`config.mk`:
```
export PLATFORM = sky130hd
export DESIGN_NAME = ppom_port
export DESIGN_NICKNAME = d
export VERILOG_FILES = /design/src/ppom_pkg.sv /design/src/ppom_port.sv
export SDC_FILE = /design/constraint.sdc
export NUM_CORES = 1
export LEC_CHECK = 0
export ABC_AREA = 1
export BUFFER_PORTS_ARGS = -buffer_cell sky130_fd_sc_hd__buf_2
export CORE_MARGIN = 2
export CORE_UTILIZATION = 41
export CTS_BUF_LIST = sky130_fd_sc_hd__clkbuf_4
export DETAILED_ROUTE_END_ITERATION = 8
export PLACE_DENSITY_LB_ADDON = 0.08
export SLEW_MARGIN = 20
export SYNTH_ARGS = -nofsm -noshare
export SYNTH_HDL_FRONTEND = slang
export SYNTH_SLANG_ARGS = --single-unit
```
`constraint.sdc`:
```
create_clock -name clk -period 1.6 [get_ports clk]
set_input_delay 0.32 -clock clk [delete_from_list [all_inputs] [get_ports clk]]
set_output_delay 0.32 -clock clk [all_outputs]
set_load 0.005 [all_outputs]
```
`src/ppom_pkg.sv`:
```
// Summary of operation
// - pull-up override enable selects override value
// - otherwise pull-up when dir,out,pud = 010
// - direction override enable selects driver enable
// - otherwise driver enable follows direction bit
// - driven level is override value when enabled
// - otherwise driven level is output bit
// - toggle override inverts output bit
// - input enable override selects input enable
// - otherwise input enable follows sleep state
// - alternate input taken before port synchroniser
// - strobes per port, clock/sleep/pud global
// - timer1 b on bits 4/3, a on 1/0
// - direction one output, zero input
// - writing one to input bit toggles output
package ppom_pkg;

  // ****************************************************
  // register map
  // ****************************************************
  localparam int PPOM_NPINS = 6;
  localparam logic [31:0] PPOM_ADDR_DIR = 32'h0000_0000;
  localparam logic [31:0] PPOM_ADDR_OUT = 32'h0000_0004;
  localparam logic [31:0] PPOM_ADDR_PIN = 32'h0000_0008;
  localparam logic [31:0] PPOM_ADDR_CTRL = 32'h0000_000c;
  localparam logic [31:0] PPOM_ADDR_T1 = 32'h0000_0010;
  localparam int PPOM_CTRL_PUD = 0;
  localparam int PPOM_CTRL_SLEEP = 1;
  localparam int PPOM_T1_A_EN = 0;
  localparam int PPOM_T1_B_EN = 1;
  localparam logic [5:0] PPOM_RST_BITS = 6'h00;
  localparam int PPOM_PIN_T1B = 4;
  localparam int PPOM_PIN_T1BN = 3;
  localparam int PPOM_PIN_T1A = 1;
  localparam int PPOM_PIN_T1AN = 0;
  localparam logic [1:0] PPOM_HTRANS_NONSEQ = 2'h2;
  localparam logic [2:0] PPOM_HSIZE_WORD = 3'h2;

  // ****************************************************
  // carriers
  // ****************************************************
  typedef struct packed {
    logic [5:0] pullup_override_enable;
    logic [5:0] pullup_override_value;
    logic [5:0] direction_override_enable;
    logic [5:0] direction_override_value;
    logic [5:0] port_value_override_enable;
    logic [5:0] port_value_override_value;
    logic [5:0] port_toggle_override_enable;
    logic [5:0] input_enable_override_enable;
    logic [5:0] input_enable_override_value;
  } ppom_ovr_type;

  typedef struct packed {
    logic [5:0] pin_direction_bit;
    logic [5:0] pin_output_bit;
    logic global_pullup_disable;
    logic sleep_clamp;
    logic [1:0] t1_enable;
    logic ph_valid;
    logic ph_write;
    logic [2:0] ph_addr;
    logic [31:0] hrdata;
    logic [5:0] sync1;
    logic [5:0] pin_input_bit;
  } ppom_state_type;

endpackage : ppom_pkg

```
`src/ppom_port.sv`:
```
// Implementation choices: the AHB-Lite slave port and the register offsets.
`timescale 1ns/10ps
module ppom_port (
  input wire logic clk,
  input wire logic rst_n,
  input wire logic hsel,
  input wire logic [31:0] haddr,
  input wire logic [1:0] htrans,
  input wire logic hwrite,
  input wire logic [2:0] hsize,
  input wire logic [31:0] hwdata,
  input wire logic hready,
  output logic hreadyout,
  output logic hresp,
  output logic [31:0] hrdata,
  input wire ppom_pkg::ppom_ovr_type ovr,
  input wire logic timer1_match_a_output,
  input wire logic timer1_match_b_output,
  input wire logic [5:0] pad_in,
  output logic [5:0] pad_out,
  output logic [5:0] pad_oe,
  output logic [5:0] pad_pullup,
  output logic [5:0] pad_input_enable,
  output logic [5:0] alt_raw_digital_input,
  output logic [5:0] alt_analog_pad
);
  import ppom_pkg::*;

  // ****************************************************
  // state
  // ****************************************************
  ppom_state_type s_q, s_d;
  ppom_ovr_type eff;
  logic wr_dir, wr_out, wr_pin, wr_ctrl, wr_t1;
  logic [5:0] toggle;

  function automatic logic [2:0] word_index(input logic [31:0] a);
    word_index = a[4:2];
  endfunction

  // ****************************************************
  // timer1 onto override lanes
  // ****************************************************
  always_comb begin
    eff = ovr;
    if (s_q.t1_enable[PPOM_T1_B_EN]) begin
      eff.port_value_override_enable[PPOM_PIN_T1B] = 1'b1;
      eff.port_value_override_value[PPOM_PIN_T1B] = timer1_match_b_output;
      eff.port_value_override_enable[PPOM_PIN_T1BN] = 1'b1;
      eff.port_value_override_value[PPOM_PIN_T1BN] = ~timer1_match_b_output;
    end
    if (s_q.t1_enable[PPOM_T1_A_EN]) begin
      eff.port_value_override_enable[PPOM_PIN_T1A] = 1'b1;
      eff.port_value_override_value[PPOM_PIN_T1A] = timer1_match_a_output;
      eff.port_value_override_enable[PPOM_PIN_T1AN] = 1'b1;
      eff.port_value_override_value[PPOM_PIN_T1AN] = ~timer1_match_a_output;
    end
  end

  // ****************************************************
  // pad control, combinational from state
  // ****************************************************
  always_comb begin
    for (int i = 0; i < PPOM_NPINS; i++) begin
      pad_pullup[i] = eff.pullup_override_enable[i] ? eff.pullup_override_value[i] :
        ({s_q.pin_direction_bit[i], s_q.pin_output_bit[i], s_q.global_pullup_disable}
         == 3'h2);
      pad_oe[i] = eff.direction_override_enable[i] ? eff.direction_override_value[i] :
        s_q.pin_direction_bit[i];
      pad_out[i] = eff.port_value_override_enable[i] ? eff.port_value_override_value[i] :
        s_q.pin_output_bit[i];
      pad_input_enable[i] = eff.input_enable_override_enable[i] ?
        eff.input_enable_override_value[i] : ~s_q.sleep_clamp;
    end
  end

  // raw input ahead of the port synchroniser; peripheral syncs it itself
  assign alt_raw_digital_input = pad_in & pad_input_enable;
  // analog path is the pad level itself, no gating
  assign alt_analog_pad = pad_in;
  assign hreadyout = 1'b1;
  assign hresp = 1'b0;
  assign hrdata = s_q.hrdata;

  // ****************************************************
  // bus decode, one port-wide strobe set
  // ****************************************************
  // shared port strobes
  assign wr_dir = s_q.ph_valid && s_q.ph_write && s_q.ph_addr == word_index(PPOM_ADDR_DIR);
  assign wr_out = s_q.ph_valid && s_q.ph_write && s_q.ph_addr == word_index(PPOM_ADDR_OUT);
  assign wr_pin = s_q.ph_valid && s_q.ph_write && s_q.ph_addr == word_index(PPOM_ADDR_PIN);
  assign wr_ctrl = s_q.ph_valid && s_q.ph_write && s_q.ph_addr == word_index(PPOM_ADDR_CTRL);
  assign wr_t1 = s_q.ph_valid && s_q.ph_write && s_q.ph_addr == word_index(PPOM_ADDR_T1);

  always_comb begin
    s_d = s_q;
    toggle = eff.port_toggle_override_enable | (wr_pin ? hwdata[5:0] : 6'h00);
    if (wr_dir) begin
      s_d.pin_direction_bit = hwdata[5:0];
    end
    if (wr_out) begin
      s_d.pin_output_bit = hwdata[5:0];
    end
    // toggle applies on top of a same-cycle write
    s_d.pin_output_bit = s_d.pin_output_bit ^ toggle;
    if (wr_ctrl) begin
      s_d.global_pullup_disable = hwdata[PPOM_CTRL_PUD];
      s_d.sleep_clamp = hwdata[PPOM_CTRL_SLEEP];
    end
    if (wr_t1) begin
      s_d.t1_enable = hwdata[1:0];
    end
    // pad synchroniser: sync1 feeds only pin_input_bit
    s_d.sync1 = pad_in & pad_input_enable;
    s_d.pin_input_bit = s_q.sync1;
    s_d.ph_valid = hsel && hready && htrans == PPOM_HTRANS_NONSEQ;
    s_d.ph_write = hwrite;
    s_d.ph_addr = word_index(haddr);
    s_d.hrdata = 32'h0000_0000;
    if (hsel && hready && htrans == PPOM_HTRANS_NONSEQ && !hwrite) begin
      case (word_index(haddr))
        word_index(PPOM_ADDR_DIR): s_d.hrdata = {26'h0, s_d.pin_direction_bit};
        word_index(PPOM_ADDR_OUT): s_d.hrdata = {26'h0, s_d.pin_output_bit};
        word_index(PPOM_ADDR_PIN): s_d.hrdata = {26'h0, s_q.pin_input_bit};
        word_index(PPOM_ADDR_CTRL): s_d.hrdata = {30'h0, s_d.sleep_clamp,
                                                 s_d.global_pullup_disable};
        word_index(PPOM_ADDR_T1): s_d.hrdata = {30'h0, s_d.t1_enable};
        default: s_d.hrdata = 32'h0000_0000;
      endcase
    end
  end

  always_ff @(posedge clk) begin
    if (!rst_n) begin
      s_q <= '0;
    end else begin
      s_q <= s_d;
    end
  end
endmodule // ppom_port

```
# Word-level counts from Yosys, hierarchy flattened
# Cells that the tools add are included.
[classes]
n_eq_ne = 15
muxes = 34
bitwise = 6
n_reduce_logical = 13
[ops]
columns = ["op", "count"]
rows = [
  ["$eq 3x2->1 const B", 10],
  ["$pmux 6 s5", 1],
  ["$mux 1", 24],
  ["$mux 6", 3],
  ["$mux 2", 6],
  ["$logic_and 1x1->1", 9],
  ["$and 6x6->6", 1],
  ["$eq 3x1->1 const B", 2],
  ["$eq 3x3->1 const B", 2],
  ["$logic_not 3->1", 2],
  ["$or 6x6->6", 1],
  ["$xor 6x6->6", 1],
  ["$not 1->1", 3],
  ["$eq 2x2->1 const B", 1],
  ["$reduce_and 2->1", 1],
  ["$logic_not 1->1", 1],
]
[totals]
ff_bits = 65
inputBits = 136
out_inout_bits = 70

# Depth between registers and ports, before layout
# Gate-level depths: netlist of the first run.
[depth]
depth_word = 6
mapped_depth = 9
ltp_nobuf = 8

# Worst setup path after synthesis of the first run
# No wires, ideal clock.
[synth_path]
path_kind = "reg-to-reg"
start = "register s_q[44] in the netlist's numbering"
end = "register s_q (netlist bit hrdata[2])"
setup_time_ns = 0.121
arrival_time_ns = 1.083
t_required_ns = 1.479
setup_slack_ns = 0.396
stages_incl_launch_ff = 9
path_buffers = 1
synth_period_minus_slack_ns = 1.204
cell_sequence = "dfxtp_1 -> inv_2 -> nor2_8 -> buf_2 -> nand3_1 -> nand2_1 -> nand2_1 -> nand3_1 -> a21oi_1"
[synth_via]
elab_chain_cells = 6
word_cells_on_any_way = 12
cone_classes = "eq/ne: 2; mux: 4; bitwise: 2; reduce/logical: 4"
[synth_rtl]
columns = ["element", "line", "text"]
rows = [
  ["start: declaration", "ppom_port.sv:32", "ppom_state_type s_q, s_d;"],
  ["start signal: assignment", "ppom_port.sv:135", "s_q <= '0;"],
  ["start signal: assignment", "ppom_port.sv:137", "s_q <= s_d;"],
  ["$eq 3x2->1", "ppom_port.sv:91", "assign wr_pin = s_q.ph_valid && s_q.ph_write && s_q.ph_addr == word_index(PPOM_ADDR_PIN);"],
  ["$logic_and 1x1->1", "ppom_port.sv:91", ""],
  ["$mux 6", "ppom_port.sv:97", "toggle = eff.port_toggle_override_enable | (wr_pin ? hwdata[5:0] : 6'h00);"],
  ["$or 6x6->6", "ppom_port.sv:97", ""],
  ["$xor 6x6->6", "ppom_port.sv:105", "s_d.pin_output_bit = s_d.pin_output_bit ^ toggle;"],
  ["$pmux 6 s5 *", "ppom_port.sv:121", "case (word_index(haddr))"],
]
# Every way passes the cells marked *; elsewhere a longest branch is shown, timed or not.
# A chain may end at the register's enable or synchronous reset.

# Worst setup path in the final report of the first run
[layout_path]
start = "register s_q[52] in the netlist's numbering"
end = "output port pad_pullup[5]"
[layout_via]
elab_chain_cells = 2
[layout_rtl]
columns = ["element", "line", "text"]
rows = [
  ["$eq 3x2->1", "ppom_port.sv:67", "== 3'h2);"],
  ["$mux 1", "ppom_port.sv:65", "pad_pullup[i] = eff.pullup_override_enable[i] ? eff.pullup_override_value[i] :"],
  ["end: declaration", "ppom_port.sv:22", "output logic [5:0] pad_pullup,"],
]
# No other way between the ends.

==> run summary, run 1 <==
The number of global-route vias before repair is 2,372. The area share of the leading cell type in the synthesized netlist is 30.3%. The data arrival time of the worst path was 1.25 ns; the worst setup slack for register-to-register paths was 0.14 ns. The cell area that synthesis handed to floorplanning was 2580 sq um. The total wirelength of the detailed-routed design is 6.20 mm, and the filler cell count is 642. The placed instances occupy a cell area of 3020 sq um. The hold slack is 0.139 ns, and the initial standard-cell utilization of the core is 43.1%. The tools report the root cell of the clock tree as clkbuf_4. For this run, the detailed router's first-pass iteration total came to 4. The leading cell type in the layout, fill and taps excluded was nand2_1.

Buffers added to address setup during post-CTS repair amount to 0. The worst-case vdd ir drop is 0.000298 V, and the routed via count divided by cell count is 4.46. For the finished layout, the period the worst path requires is 1.57 ns.

The run gives 0.35 ns as the insertion delay of the later-clocked pin in the worst-skew pair. The number of placement rows was 28; the overall die height was 83.3 microns. Summed over all failing endpoints, the final setup total negative slack is 0 ns. The first global-routing pass estimated 9.98 mm of wire.

STA classifies the critical path startpoint as a register. The required arrival time at the worst endpoint came out at 1.28 ns. In this run, synthesis produced a sequential element count of 39. The number of warnings issued by yosys was 0; the die extent in x was 83.3 microns.

By area the synthesized netlist is led by dfxtp_1, nand2_1, buf_4. The fmax is 0.638 GHz, and the final worst-path cycle share is 98.0%. Once detail routing completed, the nets flagged for antenna violations numbered 0. TritonCTS built the clock tree.

Relative to the synthesized area, the layout overhead comes to 21.2%. The sequential-to-total area share from yosys stat is 30.3%. Setup violations remaining at the end of the flow were counted as 0. Of the cells placed in the final design, the portion with a size suffix greater than 1 is 29.7%. After routing the design area is 3130 sq um. The number of antenna violations at the first check in global routing was 0. The slowest stage of the critical path is the dfxtp_4 cell. Clock tree synthesis inserted a total of 5 buffers. Setup repair after global routing could not meet its margin everywhere. The library cells used most frequently in the layout, excluding fill and tap cells, are nand2_1, buf_2, inv_1, nand3_1, dfxtp_1. For the final hold violation count, the log shows 0.

The H-tree was split into 2 levels. The global router's overall resource usage is 17.4%. A synthesized cell averages 6.22 sq um. The tools report the number of distinct library cells after synthesis as 21. Detailed placement finished with a half-perimeter wire length of 4.85 mm.

In this run the standard cell core region covers 5990 sq um. During placement, the flow inserted port buffers numbering 119. CTS saw 39 sinks.

The clock tree skew after final layout is 0.00437 ns, and the maximum fanout encountered on the critical timing path is 7. The run finished with clean final reports. Entering global routing, the biggest net connects 17 pins.

The die covers 6940 sq um. The number of placed I/O pins was 206; the count of maximum capacitance violations was 0. The tools report the buffer depth of the longest clock path as 2. The total congestion overflow after global routing is 0. The class of the worst hold path is in2reg. The power density of the placed cells is 625 nW/um^2, and the static leakage is 1.86 nW. In this design, the stage delay of the slowest critical-path cell is 0.42 ns. The critical path in this run is classified as reg2out. STA classifies the critical path endpoint as a primary output.

Synthesis handed over a netlist of 415 instances. The congestion estimate from routability-driven global placement came to 0.847. The critical path goes through o41ai_1, buf_2. In this run, post-CTS hold repair placed 0 buffers. Antenna cell count: 0. For this run, design rule violations remaining after detail routing come to 0. Clock-pin slew was measured on the worst setup and hold paths at 0.12 ns. The routed layout has 2,663 vias.

After the first detailed-routing iteration, the DRC count stood at 104. The final routed wire length divided by cell count is 10.4 microns. In the final design database the tool counted 657 nets.

For this run, the number of standard cells in the final layout without fillers is 597. Counting tap cells, the placed design contains a total of 589 instances. The total count of max-transition violations in the final report came out at 0.

The biggest area consumer among synthesized cells was dfxtp_1.
through the flow:
| step | power (W) | util [%] | setup slack, ns |
|---|---|---|---|
| 6_report | 0.00195 | 52.2 | 0.0325 |
| 5_1_grt | 0.00209 | 52.2 | -0.0356 |
| 4_1_cts | 0.00196 | 51.4 | 0.000694 |
| 3_5_place_dp | 0.00144 | 50.4 | 0.165 |
| 3_3_place_gp | 0.00143 | 50.4 | 0.172 |
| 2_1_floorplan | 0.00132 | - | 0.396 |
repair_timing:
item	4_1_cts	5_1_grt
pin swaps	0	3
resized for setup	1	16
endpoints found under the setup margin	6	21
gates cloned	0	0
final timing paths:
| kind | start | to | cells past startpoint |
|---|---|---|---|
| max | s_q[52] | pad_pullup[5] | 2 |
| max reg2reg | s_q[46] | hrdata[5] | 7 |
| min reg2reg | s_d[1] | s_q[1] | 2 |
| min | htrans[0] | s_q[48] | 2 |
worst max-delay path, delay by kind of cell (launching register included):
family | cells | cell delay (ns)
flops | 1 | 0.42
buf+inv | 1 | 0.16
compound gates | 1 | 0.32
final cells by class:
type / instances / area [sq um] / area share, %
Multi-Input combinational cell: 275 / 1250 / 40.1
Timing Repair Buffer: 127 / 656 / 21.0
Sequential cell: 39 / 793 / 25.4
Tap cell: 75 / 93.8 / 3.00
Inverter: 73 / 274 / 8.76
Clock buffer: 6 / 45.0 / 1.44
Clock inverter: 2 / 12.5 / 0.400
state kept, by name, indices dropped and copies added (netlist names):
name	flops
s_q	27
hrdata	6
s_d	6
routing by layer:
layer / part of all wire, % / vias to the layer above / track usage, %
li1: - / 1414 / -
met1: 43 / 1124 / 20.4
met2: 48 / 123 / 30.6
met3: 8.9 / 2 / 4.47
met4: 0.31 / 0 / 5.81
met5: 0 / - / 0
report_power, final:
part / internal (W) / switching (W)
Combinational: 0.000186 / 0.000227
Clock: 0.000187 / 0.000338
Sequential: 0.00100 / 0.0000150
logic make-up (layout without fill, tap and decap cells):
logic type,after synthesis,count (layout),synth area share (%)
AO/OA/AOI/OAI,36,36,7.95
AND/OR/NAND/NOR,211,211,35.1
buffers and inverters,127,208,26.4
flip-flops,39,39,30.3
other,2,28,0.291
cell usage after synthesis:
cell / n
inv_1: 72
nor2_2: 1
buf_4: 46
buf_6: 4
nand2_1: 120
nand2_2: 2
nand3_1: 44
nor2_1: 30
o21ai_0: 17
conb_1: 2
o41ai_1: 6
nor2_4: 2
buf_2: 1
clkbuf_1: 3
a211oi_1: 1
nor2_8: 1
a21oi_1: 12
inv_2: 1
nor3_1: 10
nand2_4: 1
dfxtp_1: 39
Note: power is estimated with default switching activity, not from simulation.
==> run 2, diff against run 1 <==
- RECOVER_POWER: not set -> 25
==> run 2 against run 1 <==
  * Highest routed layer unchanged
  * Global-route usage is the same
  * Final area is 0.16% lower
  * Power is essentially flat
  * Core utilization decreased by 0.084 points
  * Clock-buffer cell count stayed put
  * Largest cell class unchanged
  * Register-to-register slack about the same
  * Sequential share of layout area hardly changed
  * Clock power about the same
  * Non-clock buffer count unchanged
  * Critical path type unchanged
  * Via count shrank 0.56%
  * Sequential cell count did not move
  * First-iteration DRC count shrank 15%
==> run summary, run 2 (synthesized netlist as in run 1, its figures left out) <==
The number of flip-flops in the largest register is 27 (unchanged). The total of buffers placed on input and output ports is 119 (unchanged). The critical path class is reg2out (unchanged).

The fmax is 0.638 GHz (about the same), and the number of placed I/O pins is 206 (unchanged). The count of buffer and inverter cells on the critical path is 1 (unchanged). The fraction of final layout cells with drive strength greater than 1 was 29.3% (was 29.7%).

The top register by number of flip-flops is s_q (unchanged). For the insertion delay of the later-clocked pin in the worst-skew pair, the log shows 0.35 ns (about the same). The logs give 88 (was 104) for the number of design-rule violations left by the first detailed-router iteration and 0 (unchanged) for the hold buffer count at CTS. Most frequent cells in the layout: nand2_1, buf_2, inv_1, nand3_1, dfxtp_1 (unchanged). The logs give 1.28 ns (about the same) for the required arrival time at the worst endpoint and 0 (unchanged) for the number of nets with antenna violations after detailed routing. The worst-path cell with the longest stage delay was dfxtp_4 (unchanged). The number of placement rows was 28 (unchanged); the count of maximum capacitance violations was 0 (unchanged). The overall power of the completed layout was 0.00195 W (about the same).

The root cell of the clock tree was clkbuf_4 (unchanged). Dominant delay contributor by cell family on the critical path: flip-flops (unchanged). The class of the worst hold path was in2reg (unchanged).

The HPWL after detailed placement was 4.85 mm (unchanged); the deepest level of the CTS H-tree was 2 (unchanged). The tools report the worst-case vdd ir drop as 0.000299 V (was 0.000298 V). The run finished with clean final reports. The tools report the antenna cell count as 0 (unchanged). The tools report the sort of element at the end of the critical path as a primary output (unchanged).

The run gives 0 (unchanged) as the total congestion overflow after global routing. The minimum clock period was 1.57 ns (about the same). The layout-stage area growth over the synthesis result came out at 21.0% (was 21.2%). Setup repair after global routing could not meet its margin everywhere. The final routed wire length divided by cell count is 10.4 microns (about the same). The buffer depth of the longest clock path came out at 2 (unchanged). The TritonCTS buffer count is 5 (unchanged). The number of vias after detailed routing was 2,648 (was 2,663). The wire length of the first global-routing pass is 9.98 mm (unchanged). Routed via count divided by cell count: 4.44 (was 4.46). The maximum fanout encountered on the critical timing path came out at 7 (unchanged).

The post-route standard cell area excluding fillers was 3120 sq um (was 3130 sq um). The overall die height came out at 83.3 microns (unchanged). The biggest cell delay along the critical path works out to 0.42 ns (about the same). The tools report the number of DRC violations after detailed routing as 0 (unchanged). The logs give 0 ns (unchanged) for the post-route setup TNS and 5990 sq um (unchanged) for the placeable core region.

The number of detailed-routing iterations run before antenna repair was 4 (unchanged); the number of cells in the design after placement was 589 (unchanged). The run gives 6.22 mm (was 6.20 mm) as the total wirelength of the detailed-routed design. The number of global-route vias before repair is 2,372 (unchanged), and the die extent in x is 83.3 microns (unchanged). Cell-by-cell listing of the critical path: o41ai_1, buf_2 (unchanged). The logs give 0 (unchanged) for the setup-violating endpoint count in the final report and 39 (unchanged) for the number of sinks driven by the clock tree. The total cell area at the placement stage came out at 3020 sq um (unchanged). The kind of start point of the critical path was a register (unchanged).

The run gives 0 (unchanged) as the number of antenna violations at the first check in global routing. The global router's overall resource usage is 17.4% (unchanged). The run gives 597 (unchanged) as the final standard cell count with taps included and fillers excluded. The power density of the placed cells was 626 nW/um^2 (was 625 nW/um^2); the clock tree skew after final layout was 0.00505 ns (was 0.00437 ns).

For the maximum number of pins on one net before global-route repair, the log shows 17 (unchanged). The initial standard-cell utilization of the core came out at 43.1% (unchanged). TritonCTS built the clock tree. The clock transition at the register clock pins on the worst setup and hold paths after CTS is 0.13 ns (was 0.12 ns), and the total count of max-transition violations in the final report is 0 (unchanged).

The tools report the final hold violation count as 0 (unchanged). The data arrival time of the worst path is 1.25 ns (about the same). The leading cell type in the layout, fill and taps excluded was nand2_1 (unchanged). Routability congestion estimate: 0.847 (unchanged).

The final worst-path cycle share was 97.9% (was 98.0%). The logs give 657 (unchanged) for the final net count and 6940 sq um (unchanged) for the floorplan die area. For the static leakage, the log shows 1.85 nW (was 1.86 nW).
## run 2: cell count changes in the layout (fill, tap and decap cells not counted)
cell | before | now
clkbuf_1 | 0 | 2
buf_2 | 119 | 118
buf_4 | 8 | 7
## run 2: power by group
| group | internal [W] | total (W) | switching (W) | leakage [nW] |
|---|---|---|---|---|
| registers | 0.00100 | 0.00102 | 0.0000150 | 0.322 |
| logic | 0.000184 | 0.000412 | 0.000227 | 1.50 |
| clock network | 0.000187 | 0.000527 | 0.000340 | 0.0317 |
## run 2: stage by stage
stage          hold slack (ns)  utilization [%]  setup slack [ns]
6_report                 0.140             52.1            0.0332
5_1_grt                  0.116             52.1           -0.0356
4_1_cts                  0.133             51.4          0.000694
3_5_place_dp             0.397             50.4             0.165
3_3_place_gp             0.392             50.4             0.172
2_1_floorplan            0.390                -             0.396
## run 2: final timing paths
kind | endpoint | cells after the start | from | slack (ns)
worst min register to register | s_q[1] | 2 | s_d[1] | 0.42
worst max register to register | hrdata[5] | 7 | s_q[46] | 0.14
worst min-delay path | s_q[48] | 2 | htrans[0] | 0.14
worst max-delay path | pad_pullup[5] | 2 | s_q[52] | 0.03
## run 2: area by class of cell
cell class              instances  area [sq um]
clock buffers                   6          45.0
well taps                      75          93.8
repair buffers                127           651
clock inverters                 2          12.5
flip-flops and latches         39           793
fillers                       645          2870
inverters                      73           274
multi-input cells             275          1250
## run 2: layer usage
layer	up-vias	global-route usage, %	wire [microns]
li1	1412	-	-
met1	1118	20.4	2730
met2	114	30.6	2910
met3	4	4.47	518
met4	0	5.81	59
met5	-	0	0
## run 2: worst register-to-register path: stages (launching register included)
cell and delay, ns:
dfxtp_1 0.38, nor2_2 0.31, buf_4 0.25, nand3_1 0.09
nand2_1 0.08, nand2_1 0.06, nand3_1 0.10, a21oi_1 0.07
## run 2: what timing repair did
item,in CTS,in global routing
endpoints found under the setup margin,6,21
buffers inserted,0,0
gates resized for setup,1,16
pin swaps,0,3
==> run 3, diff against run 2 <==
- CORE_UTILIZATION: 41 -> 37
- clock period: 1.6 -> 1.4 ns (I/O delays scaled with it)
==> run 3 against run 2 <==
  * The flow now finishes with violations (negative setup slack)
  * Combinational power rose by 28%
  * Global-route usage is 1.2 points lower
  * Sequential share of layout area fell by 1.6 points
  * Clock-buffer cell count decreased by 1
  * Sequential cell count unchanged
  * Power increased by 16%
  * Worst hold slack got worse by 0.055 ns
  * Die area increased by 10%
  * Largest cell class unchanged
==> run summary, run 3 (synthesized netlist as in run 1, its figures left out) <==
The run finished, with violations left. The final reports fail on negative setup slack. Placeable core region: 6760 sq um (was 5990 sq um). The global router's overall resource usage was 16.2% (was 17.4%); the number of global-route vias before repair was 2,305 (was 2,372). The tools report the number of placed I/O pins as 206 (unchanged). The fraction of final layout cells with drive strength greater than 1 was 40.7% (was 29.3%). The HPWL after detailed placement is 4.90 mm (was 4.85 mm), and the overall die height is 87.5 microns (was 83.3 microns).

The root cell of the clock tree was clkbuf_4 (unchanged). The TritonCTS buffer count was 5 (unchanged); the deepest level of the CTS H-tree was 2 (unchanged). The data arrival time of the worst path is 1.19 ns (was 1.25 ns), and the minimum clock period is 1.47 ns. The die extent in x was 87.5 microns (was 83.3 microns); the buffer depth of the longest clock path was 2 (unchanged).

The number of vias after detailed routing is 2,713 (was 2,648), and the number of DRC violations after detailed routing is 0 (unchanged). The routed via count divided by cell count came out at 4.43 (was 4.44). Critical path class: reg2out (unchanged). The top register by number of flip-flops was s_q (unchanged).

The worst-case vdd ir drop was 0.000266 V (was 0.000299 V). The run gives 50.4% (was 52.1%) as the post-layout utilization of the core. Final worst-path cycle share: 105%.

The number of antenna violations at the first check in global routing is 0 (unchanged). For the static leakage, the log shows 1.95 nW (was 1.85 nW). The tools report the kind of start point of the critical path as a register (unchanged). Number of nets with antenna violations after detailed routing: 0 (unchanged). The number of detailed-routing iterations run before antenna repair was 4 (unchanged). Clock tree skew after final layout: 0.0136 ns (was 0.00505 ns). The power density of the placed cells is 664 nW/um^2 (was 626 nW/um^2). The maximum number of pins on one net before global-route repair was 17 (unchanged); the final routed wire length divided by cell count was 10.4 microns (about the same). The number of flip-flops in the largest register came out at 27 (unchanged). The logs give 0.36 ns (was 0.35 ns) for the insertion delay of the later-clocked pin in the worst-skew pair and 7660 sq um (was 6940 sq um) for the floorplan die area.

TritonCTS built the clock tree. Leading cell type in the layout, fill and taps excluded: buf_2 (was nand2_1). For the total congestion overflow after global routing, the log shows 0 (unchanged). Class of the worst hold path: in2reg (unchanged). The sort of element at the end of the critical path is a primary output (unchanged). The wire length of the first global-routing pass was 9.67 mm (was 9.98 mm). Most frequent cells in the layout: buf_2, nand2_1, inv_1, nand3_1, nor2_1 (was nand2_1, buf_2, inv_1, nand3_1, dfxtp_1). Setup repair after global routing could not meet its margin everywhere. The maximum fanout encountered on the critical timing path is 2 (was 7), and the antenna cell count is 0 (unchanged). The run gives 109 (was 88) as the number of design-rule violations left by the first detailed-router iteration.

The required arrival time at the worst endpoint came out at 1.12 ns (was 1.28 ns). The run gives 38.2% (was 43.1%) as the initial standard-cell utilization of the core. Final net count: 668 (was 657). The total count of max-transition violations in the final report was 0 (unchanged); the total wirelength of the detailed-routed design was 6.35 mm (was 6.22 mm). The layout-stage area growth over the synthesis result works out to 31.9% (was 21.0%).

The smallest setup slack after layout was -0.0694 ns (was 0.0332 ns); the number of placement rows was 30 (was 28). The clock transition at the register clock pins on the worst setup and hold paths after CTS was 0.12 ns (was 0.13 ns); the count of maximum capacitance violations was 0 (unchanged). The fmax came out at 0.681 GHz. The number of sinks driven by the clock tree was 39 (unchanged); the setup-violating endpoint count in the final report was 9 (was 0). The final hold violation count is 0 (unchanged).

The worst setup timing slack at the placement stage was 0.0110 ns (was 0.165 ns). The total of buffers placed on input and output ports works out to 119 (unchanged). The routability congestion estimate is 0.867 (was 0.847).
## run 3: changes by cell type in the layout (fill, tap and decap cells not counted), moves of 8 or more
cell / previous run / this run
dfxtp_1: 33 / 20
dfxtp_2: 4 / 17
o21ai_0: 14 / 6
nand3_1: 44 / 36
nand3_2: 0 / 8
o21ai_2: 0 / 8
nand2_2: 2 / 14
nand2_1: 120 / 107
## run 3: report_power, final
part / total [W] / switching (W) / internal (W)
Sequential: 0.00117 / 0.0000213 / 0.00115
Combinational: 0.000527 / 0.000283 / 0.000243
Clock: 0.000565 / 0.000381 / 0.000184
## run 3: worst max-delay path, cell delays in order (launching register included)
cell	delay, ns
dfxtp_2	0.35
o41ai_2	0.32
buf_2	0.16
## run 3: final cells by class
type	instances	area, sq um
Sequential cell	39	810
Tap cell	80	100
Clock buffer	5	37.5
Fill cell	737	3350
Multi-Input combinational cell	276	1400
Clock inverter	3	15.0
Inverter	73	274
Timing Repair Buffer	137	766
## run 3: per-layer routing
layer  global-route usage (%)  up-vias  wire length [microns]
li1                         -     1433                      -
met2                     29.6      114                   3020
met1                     18.7     1160                   2760
met5                        0        -                      0
met4                     5.45        0                     87
met3                     3.41        6                    482
## run 3: worst paths after layout
path / from / to / slack [ns] / cells past startpoint
worst max register to register: s_q[48] / hrdata[4] / 0.04 / 9
worst min register to register: s_d[0] / s_q[0] / 0.42 / 2
worst min-delay path: htrans[0] / s_q[48] / 0.08 / 2
worst max-delay path: s_q[59] / pad_pullup[0] / -0.07 / 2
## run 3: metrics by stage
stage	cells	total power, W	area (sq um)	TNS [ns]	hold slack [ns]
global route	613	0.00242	3400	-1.99	0.0683
CTS	610	0.00225	3260	-0.480	0.0734
global placement	598	0.00165	3080	0	0.392
floorplan	441	0.00150	2680	0	0.369
finish	613	0.00226	3400	-0.392	0.0848
detailed placement	598	0.00166	3080	0	0.396
## run 3: timing repair
action / CTS / global route
hold buffers: 0 / 0
buffers inserted: 4 / 2
cloned: 0 / 1
resized for setup: 45 / 41
pin swaps: 8 / 20
setup endpoints to repair: 23 / 32
